## config.mk

```make
export PLATFORM = sky130hd
export DESIGN_NAME = xp_i2c_expander
export DESIGN_NICKNAME = d
export VERILOG_FILES = /design/src/xp_pkg.sv /design/src/xp_i2c_expander.sv
export SDC_FILE = /design/constraint.sdc
export NUM_CORES = 1
export LEC_CHECK = 0
export BUFFER_PORTS_ARGS = -buffer_cell sky130_fd_sc_hd__clkbuf_2
export CAP_MARGIN = 20
export CORE_MARGIN = 2
export CORE_UTILIZATION = 65
export DETAILED_ROUTE_END_ITERATION = 16
export GPL_ROUTABILITY_DRIVEN = 0
export GPL_TIMING_DRIVEN = 0
export PLACE_DENSITY = 0.85
export SLEW_MARGIN = 20
export SYNTH_ARGS = -nofsm -noshare
export SYNTH_HDL_FRONTEND = slang
export SYNTH_SLANG_ARGS = --single-unit
```

## constraint.sdc

```tcl
create_clock -name ref_clk_i -period 3.05 [get_ports ref_clk_i]
set_clock_uncertainty 0.05 [all_clocks]
set_input_delay 0.1525 -clock ref_clk_i [delete_from_list [all_inputs] [get_ports ref_clk_i]]
set_output_delay 0.1525 -clock ref_clk_i [all_outputs]
set_load 0.05 [all_outputs]
```

## src/xp_pkg.sv

```systemverilog
// shared constants and types of the i2c port expander
package xp_pkg;

  // seven-bit address is this fixed nibble followed by the three strap levels
  localparam logic [3:0] ADDR_HI      = 4'h7;
  localparam logic [3:0] BYTE_BITS    = 4'h8;
  localparam logic [2:0] PRIME_CNT    = 3'h5;

  // command byte target select, bits sel_hi_bit:sel_lo_bit
  localparam int         SEL_LO_BIT   = 0;
  localparam int         SEL_HI_BIT   = 1;
  localparam logic [1:0] SEL_INPUT    = 2'h0;
  localparam logic [1:0] SEL_OUTPUT   = 2'h1;
  localparam logic [1:0] SEL_INVERT   = 2'h2;
  localparam logic [1:0] SEL_DIR      = 2'h3;
  localparam logic [7:0] CMD_INPUT    = 8'h00;

  // reset values
  localparam logic [7:0] OUT_RST      = 8'hFF;
  localparam logic [7:0] INV_RST      = 8'h00;
  localparam logic [7:0] DIR_RST      = 8'hFF;
  localparam logic [7:0] CMD_RST      = 8'h00;

  typedef enum logic [2:0] {
    ST_IDLE = 3'h0,
    ST_ADDR = 3'h1,
    ST_ACKA = 3'h3,
    ST_RX   = 3'h2,
    ST_ACKR = 3'h6,
    ST_TX   = 3'h7,
    ST_ACKT = 3'h5,
    ST_OTH  = 3'h4
  } xp_state_e_t;

  // synchroniser stages: s1 feeds s2 only, s3 is the filter's previous sample
  typedef struct packed {
    logic [2:0] scl;
    logic [2:0] sda;
    logic [7:0] p1;
    logic [7:0] p2;
    logic [7:0] p3;
    logic [2:0] a1;
    logic [2:0] a2;
  } xp_sync_t;

  typedef struct packed {
    xp_sync_t    sy;
    logic        scl_f;
    logic        sda_f;
    logic        scl_p;
    logic        sda_p;
    logic [7:0]  pin_f;
    xp_state_e_t st;
    logic [3:0]  cnt;
    logic [7:0]  sh;
    logic        rw;
    logic        first;
    logic        nack;
    logic [7:0]  cmd;
    logic [7:0]  outl;
    logic [7:0]  inv;
    logic [7:0]  dir;
    logic [7:0]  ref_lvl;
    logic [2:0]  prm;
    logic        alert_n;
    logic        sda_oe_n;
    logic        sda_lvl;
  } xp_state_t;

endpackage

```

## src/xp_i2c_expander.sv

```systemverilog
// eight-bit i2c port expander with change alert
//
// What this block does
// Power-on reset puts every register and the bus state machine at defaults.
// A pin set as input has its driver off, high impedance.
// A pin set as output drives its output latch bit.
// Any edge on an input-mode pin asserts change_alert_n.
// Alert drops by itself when changed inputs return to original levels.
// Reading the input port clears the alert at the ack bit after SCL rises.
// Output pins never raise the alert; foreign bus traffic leaves it alone except in the R9 case.
// Switching a pin to input with a differing level asserts the alert.
// Defect kept: pointer 00h plus foreign read-address ack clears the alert.
// Master rewrites the pointer away from 00h before reading other slaves.
// Master starts with SDA falling while SCL high, then address MSB first.
// On address match the device holds SDA low through the ack clock.
// Strap pins hold steady from start until stop.
// SDA changes only while SCL low; otherwise it is start or stop.
// Master ends with SDA rising while SCL high.
// Every byte is followed by an ack or nack bit from the receiving side.
// Master nack on the last read byte; device releases SDA.
// Slave address is 0111 then the three strap levels.
// Address byte last bit: one reads, zero writes.
// First byte of a write is stored as the command byte.
// Command bits 1:0 pick input, output latch, inversion or direction.
// The selected register serves later reads until a new command byte.
// Input register shows live pins; writes to it are ignored.
// Output latch reads return the latch, not the pin.
// A one in the inversion register inverts the reported input bit.
// A one in the direction register selects input; zero selects output.
// Pins, SCL and SDA are synchronised and single-sample glitches filtered.
`timescale 1ns/1ps
`default_nettype none

module xp_i2c_expander
  import xp_pkg::*;
(
  input  wire logic       ref_clk_i,
  input  wire logic       resetn_i,
  input  wire logic       scl_i,
  input  wire logic       sda_i,
  output logic            sda_o,
  output logic            sda_oe_n_o,
  input  wire logic [2:0] addr_strap_pins_i,
  input  wire logic [7:0] io_pins_i,
  output logic      [7:0] io_pins_o,
  output logic      [7:0] io_pins_oe_n_o,
  output logic            change_alert_n_o
);

  xp_state_t  q;
  xp_state_t  n;
  logic       rise;
  logic       fall;
  logic       sta;
  logic       sto;
  logic       hit;
  logic       clr;
  logic       primed;
  logic [7:0] eq;
  logic [7:0] diff;
  logic [7:0] rdv;

  function automatic logic [7:0] reg_read(input logic [1:0] sel, input xp_state_t x);
    logic [7:0] v;
    v = x.pin_f ^ x.inv; // see R23
    case (sel)
      SEL_OUTPUT: v = x.outl;
      SEL_INVERT: v = x.inv;
      SEL_DIR:    v = x.dir;
      default:    v = x.pin_f ^ x.inv;
    endcase
    return v;
  endfunction

  function automatic logic addr_hit(input logic [7:0] sh, input logic [2:0] strap);
    return sh[7:1] == {ADDR_HI, strap};
  endfunction

  always_comb begin
    n = q;
    // two-flop synchronisers, then a third sample for the glitch filter
    n.sy.scl = {q.sy.scl[1:0], scl_i};
    n.sy.sda = {q.sy.sda[1:0], sda_i};
    n.sy.p1  = io_pins_i;
    n.sy.p2  = q.sy.p1;
    n.sy.p3  = q.sy.p2;
    n.sy.a1  = addr_strap_pins_i;
    n.sy.a2  = q.sy.a1;
    if (q.sy.scl[1] == q.sy.scl[2]) begin
      n.scl_f = q.sy.scl[2];
    end
    if (q.sy.sda[1] == q.sy.sda[2]) begin
      n.sda_f = q.sy.sda[2];
    end
    eq      = ~(q.sy.p2 ^ q.sy.p3);
    n.pin_f = (q.sy.p2 & eq) | (q.pin_f & ~eq);
    n.scl_p = q.scl_f;
    n.sda_p = q.sda_f;

    rise = q.scl_f & ~q.scl_p;
    fall = ~q.scl_f & q.scl_p;
    // sda moving while scl stays high is a condition, not data
    sta  = q.scl_f & q.scl_p & q.sda_p & ~q.sda_f;
    sto  = q.scl_f & q.scl_p & ~q.sda_p & q.sda_f;
    hit  = addr_hit(q.sh, q.sy.a2);
    rdv  = reg_read(q.cmd[SEL_HI_BIT:SEL_LO_BIT], q); // see R21
    clr  = 1'b0;

    if (sto) begin
      n.st       = ST_IDLE;
      n.sda_oe_n = 1'b1;
    end else if (sta) begin
      n.st       = ST_ADDR;
      n.cnt      = 4'h0;
      n.sda_oe_n = 1'b1;
    end else begin
      case (q.st)
        ST_ADDR: begin
          if (rise) begin
            n.sh  = {q.sh[6:0], q.sda_f};
            n.cnt = q.cnt + 4'h1;
          end else if (fall && q.cnt == BYTE_BITS) begin
            n.rw  = q.sh[0];
            n.cnt = 4'h0;
            if (hit) begin
              n.st       = ST_ACKA;
              n.sda_oe_n = 1'b0;
            end else begin
              n.st = ST_OTH;
            end
          end
        end
        ST_OTH: begin
          // foreign ack bit; only the pointer-00h read case touches the alert
          if (rise) begin
            if (!q.sda_f && q.rw && q.cmd == CMD_INPUT) begin
              clr = 1'b1;
            end
            n.st = ST_IDLE;
          end
        end
        ST_ACKA: begin
          if (fall) begin
            n.cnt = 4'h0;
            if (q.rw) begin
              n.sh       = rdv;
              n.sda_oe_n = rdv[7];
              n.st       = ST_TX;
            end else begin
              n.sda_oe_n = 1'b1;
              n.first    = 1'b1;
              n.st       = ST_RX;
            end
          end
        end
        ST_RX: begin
          if (rise) begin
            n.sh  = {q.sh[6:0], q.sda_f};
            n.cnt = q.cnt + 4'h1;
          end else if (fall && q.cnt == BYTE_BITS) begin
            n.sda_oe_n = 1'b0;
            n.st       = ST_ACKR;
            if (q.first) begin
              n.cmd = q.sh;
            end else begin
              case (q.cmd[SEL_HI_BIT:SEL_LO_BIT])
                SEL_OUTPUT: n.outl = q.sh;
                SEL_INVERT: n.inv  = q.sh;
                SEL_DIR:    n.dir  = q.sh;
                default:    n.outl = q.outl;
              endcase
            end
          end
        end
        ST_ACKR: begin
          if (fall) begin
            n.sda_oe_n = 1'b1;
            n.cnt      = 4'h0;
            n.first    = 1'b0;
            n.st       = ST_RX;
          end
        end
        ST_TX: begin
          if (fall) begin
            if (q.cnt == BYTE_BITS - 4'h1) begin
              n.sda_oe_n = 1'b1;
              n.st       = ST_ACKT;
            end else begin
              n.sh       = {q.sh[6:0], 1'b0};
              n.sda_oe_n = q.sh[6];
              n.cnt      = q.cnt + 4'h1;
            end
          end
        end
        ST_ACKT: begin
          if (rise) begin
            n.nack = q.sda_f;
            if (q.cmd[SEL_HI_BIT:SEL_LO_BIT] == SEL_INPUT) begin
              clr = 1'b1;
            end
          end else if (fall) begin
            if (q.nack) begin
              n.st = ST_IDLE;
            end else begin
              n.sh       = rdv;
              n.sda_oe_n = rdv[7];
              n.cnt      = 4'h0;
              n.st       = ST_TX;
            end
          end
        end
        ST_IDLE: begin
          n.sda_oe_n = 1'b1;
        end
        default: begin
          n.st       = ST_IDLE;
          n.sda_oe_n = 1'b1;
        end
      endcase
    end

    // alert compares input-mode pins against the levels seen at the last clear
    primed = (q.prm == PRIME_CNT);
    diff   = (q.pin_f ^ q.ref_lvl) & q.dir; // see R7
    if (!primed) begin
      n.prm     = q.prm + 3'h1;
      n.ref_lvl = q.pin_f;
    end else if (clr) begin
      n.ref_lvl = q.pin_f;
    end
    n.alert_n = ~(primed & (|diff) & ~clr); // see R4
  end

  always_ff @(posedge ref_clk_i or negedge resetn_i) begin
    if (!resetn_i) begin
      q          <= '0;
      q.scl_f    <= 1'b1;
      q.sda_f    <= 1'b1;
      q.scl_p    <= 1'b1;
      q.sda_p    <= 1'b1;
      // sync stages start at the idle bus level so no false edge follows reset
      q.sy.scl   <= 3'h7;
      q.sy.sda   <= 3'h7;
      q.st       <= ST_IDLE;
      q.cmd      <= CMD_RST;
      q.outl     <= OUT_RST;
      q.inv      <= INV_RST;
      q.dir      <= DIR_RST;
      q.alert_n  <= 1'b1;
      q.sda_oe_n <= 1'b1;
    end else begin
      q <= n;
    end
  end

  assign sda_o            = q.sda_lvl;
  assign sda_oe_n_o       = q.sda_oe_n;
  assign io_pins_o        = q.outl;
  assign io_pins_oe_n_o   = q.dir; // see R2
  assign change_alert_n_o = q.alert_n;
endmodule // xp_i2c_expander

`default_nettype wire

```

### Word level (Yosys, flattened, before mapping)

Cells that the tools add are included.

| cells by class | value |
|---|---|
| equal/unequal tests | 50 |
| reduce and logical (&&, ||, !) cells | 24 |
| add/subtract/negate cells | 2 |
| muxes and demuxes | 55 |
| bitwise gates (word level) | 28 |

Operators with widths:

| cell | number |
|---|---|
| $mux 15 | 4 |
| $ne 4x4->1 const B | 14 |
| $pmux 8 s5 | 1 |
| $mux 12 | 3 |
| $reduce_and 12->1 | 3 |
| $mux 8 | 4 |
| $mux 3 | 9 |
| $and 8x8->8 | 3 |
| $mux 1 | 24 |
| $ne 2x2->1 const B | 12 |
| $ne 3x3->1 const B | 8 |
| $pmux 4 s6 | 1 |
| $pmux 8 s3 | 1 |
| $xor 8x8->8 | 3 |
| $mux 7 | 3 |
| $pmux 3 s7 | 1 |
| $reduce_and 7->1 | 3 |
| $reduce_bool 9->1 | 2 |
| $not 8->8 | 2 |
| $eq 3x3->1 const B | 5 |
| $reduce_and 6->1 | 2 |
| $reduce_and 11->1 | 1 |
| $not 1->1 | 10 |
| $and 1x1->1 | 9 |
| other kinds (25) | 31 |

| word-level totals | value |
|---|---|
| bits of input ports | 15 |
| register bits | 111 |
| logic and storage cells | 185 |
| output and inout bits | 19 |

### Depth between registers and ports, before layout

| logic depth | value |
|---|---|
| depth after elaboration | 11 |
| gate-level depth with buffers | 9 |
| depth with buffers taken out | 7 |

### Worst setup path before layout

Ideal clock, no wire load.

| timing | value |
|---|---|
| path type | register -> register |
| start | register q[73] (netlist bit) |
| end | register q[22] (netlist bit) |
| library setup time | 0.125 ns |
| period minus slack after synthesis | 2.061 ns |
| arrival time | 1.886 ns |
| path slack | 0.989 ns |
| cell stages (with the launch flop) | 7 |
| data required time | 2.875 ns |
| path buffers | 1 |
| cells stage by stage | dfstp_2 > buf_6 > nor2b_4 > nand4b_4 > nor4_4 > nand3b_4 > mux2_2 |

| between the ends | value |
|---|---|
| longest elaborated chain between the ends | 5 |
| elaborated cells between the ends (all ways) | 13 |

Ends and longest elaborated chain:

| item | line | source |
|---|---|---|
| start: declaration | xp_i2c_expander.sv:50 | `xp_state_t q;` |
| start signal: assignment | xp_i2c_expander.sv:252 | `q <= n;` |
| $and 1x1->1 | xp_i2c_expander.sv:103, xp_i2c_expander.sv:104 |  |
| $and 1x1->1, on equally long branches (2 in a row) | xp_i2c_expander.sv:103, xp_i2c_expander.sv:104 |  |
| $not 1->1 (no source line) | - |  |
| $reduce_and 7->1 (no source line) * | - |  |

Mark *: on every way between the ends. The rest lies on a longest branch, timed or not.
A chain may end at the register's enable or synchronous reset.

### Worst setup path after layout

| timing | value |
|---|---|
| start | register q[73] (netlist bit) |
| end | register q[27] (netlist bit) |

The elaborated chain is that of the path after synthesis.

==> metrics.yaml <==
outcome:
  outcome: "complete, no violations"
setup_path:
  crit_buf_inv: 1
  critPathMaxFanout: 9
  worstPathCellList: "buf_6, nor2b_4, nand4b_4, nor4_4, nand3b_4, mux2_2"
  cp-end-kind: "register"
  worstSetupPathType: "reg -> reg"
  startpoint: "q[73]"
  cpPeakStageDelay_ps: 540
  arrival_ps: 2590
  cp_top_family: "simple AND/OR/NAND/NOR gates"
  slowest_stage: "dfstp_2"
  critical_path_required_ps: 3260
  r2r-start: "q[73]"
  critPathLaunchType: "register"
global_route:
  grt_max_degree: 57
  grt_usage_pct: 25.5
  antenna_found_initial: 0
  grt-ovfl-total: 0
  grt_pass1_vias: 3434
  grt_pass1_wl_mm: 16.9
detailed_routing:
  post_drt_wl_per_cell_um: 17.5
  postRouteWirelength_mm: 10.2
  detail-route-antenna-nets: 0
  viasPerCell: 5.96
  drc_errors: 0
  initialDrtViolationCount: 292
  via_count: 3475
  first_pass_iters: 5
finish:
  fin_cells: 583
  n_fill_cell: 489
  area_growth_pct: 13.5
  mostFrequentLayoutCells: "dfrtp_1 (83), mux2_2 (48), nor2_1 (32)"
  multi_input_area_um2: 1990
  antenna_cells: 0
  layout-drive-gt1-share_pct: 33.3
  final_common_cell: "dfrtp_1"
  finalNetCount: 495
  area.sequential_um2: 2810
die:
  core_area_um2: 7610
  die_width_um: 92.2
  num_rows: 32
  fp.dieArea_um2: 8490
  io_pins: 34
  initial_core_util_pct: 66.4
  die_h_um: 92.2
sta:
  worst_pin_slew_ps: 615
  slew-limit-headroom_pct: 59.0
  setup_violations: 0
  fmax_mhz: 421
  period_share_pct: 77.9
  fin_crit_ps: 2380
  finalSetupTns_ps: 0
  layout_setup_ws_ps: 673
  rsz0062_at_grt: "no"
  drv_slew: 0
  hold_viol: 0
place:
  dp_slack_ps: 763
  hpwl_mm: 6.76
  io_buffers: 32
  dp.cells: 553
run:
  cap_violations: 0
power_and_ir_drop:
  vdd_ir_drop_max_uv: 384
  pwr-share-seq_pct: 49.1
  netSwitchingPower_mw: 1.41
  intPower_mw: 2.51
  comb_power_share_pct: 26.9
  switching_share_pct: 36.0
  p_per_area_nw_per_um2: 684
  clkPwrFrac_pct: 24.0
  leakage_nw: 2.58
clock_network:
  cts_root_buffer: "clkbuf_8"
  insertion_delay_ps: 380
  htreeDepth: 3
  tritoncts: "yes"
  cts_buffers: 9
  cts_resized: 0
  cts_num_sinks: 111
  path_clk_slew_ps: 110
  cts_buffer_depth: 2
yosys:
  avgSynthCellArea_um2: 12.1
  synth-edff-count: 0
  synth_seq_cells: 111
  syn-cell-area_um2: 5050
  synthCells: 418
  synth-seq-area-share_pct: 55.7
  synthFlopType: "dfrtp_1"
  yosys_warnings: 0
  ys_types: 55
  syn_nets: 437
  synthArstFlopShare_pct: 100
worst_hold_path:
  hold_class: "in -> async"
[layer usage]
| layer | part of all wire (%) | vias to the layer above | track usage, % |
|---|---|---|---|
| met5 | 0 | - | 0 |
| met4 | 2.5 | 0 | 12.9 |
| met3 | 6.7 | 30 | 3.70 |
| met2 | 49 | 152 | 40.2 |
| met1 | 42 | 1699 | 34.9 |
| li1 | - | 1594 | - |
[power groups by stage]
stage,clock (mW),combinational [mW],sequential [mW]
floorplan,0,0.754,1.88
global placement,0,0.944,1.93
detailed placement,0,1.00,1.94
CTS,0.952,1.03,1.92
global route,1.01,1.15,1.95
finish,0.940,1.06,1.92
[logic make-up (layout without fill, tap and decap cells)]
group	Yosys count	count (layout)	synth area share, %
xor gates and xnor gates	16	16	2.77
adders and majority gates	14	14	2.97
other	1	1	0.0742
buffers and inverters	43	106	4.88
and+or+nand+nor	105	105	11.8
DFF	111	111	55.7
AOI/OAI and AO/OA	72	72	9.24
muxes	56	56	12.5
[registers in the layout, indices dropped and copies added, names as in the netlist, named ones only]
signal and cells:
q 60, n 25, io_pins_o 8, io_pins_oe_n_o 8
change_alert_n_o 1, sda_oe_n_o 1
[Yosys cell counts (all sizes together), types with 4 or more instances]
cell     number  area share [%]
clkbuf        5            0.37
ha            4            0.99
nor2         32             2.4
nor4          5             1.2
buf          29             3.8
mux2i         7             1.4
dfrtp        83              41
a2111oi       5            0.87
nand2        29             2.2
xnor2         4            0.69
dfstp        28              15
a21oi        21             2.1
o21ai        17             1.7
inv           9            0.67
maj3         10             2.0
nor3         12             1.2
xor2         12             2.1
a22oi         5            0.74
mux2         48              11
a211oi        4            0.59
nand3         6            0.84
[per-stage QoR]
step                power (mW)  instance area [um2]  hold slack, ps  utilization [%]
global placement          2.87                 5340             190             70.2
floorplan                 2.63                 5050            -193                -
detailed placement        2.94                 5380            95.0             70.7
CTS                       3.91                 5730             245             75.3
global route              4.12                 5730             265             75.3
finish                    3.92                 5730             223             75.3
[cell type report]
cell class / count / area share (%)
buffer: 34 / 3.71
clock buffer: 11 / 2.47
clock inverter: 5 / 1.31
inverter: 9 / 0.589
multi-input combinational: 264 / 34.8
sequential: 111 / 49.1
tap: 102 / 2.23
timing repair buffer: 47 / 5.87
[worst paths after layout]
kind	to	slack [ps]	cells past startpoint
min reg2reg	n[84]	310	0
max reg2reg	q[27]	670	6
min	n[92]	220	2
min in group ref_clk_i	n[84]	310	0
max in group asynchronous	n[73]	2060	3
max	q[27]	670	6
[repair_timing]
item | 4_1_cts | 5_1_grt
buffers inserted | 0 | 0
hold endpoints to repair | 56 | 0
hold buffers | 14 | 0
Note: power is estimated with default switching activity, not from simulation.
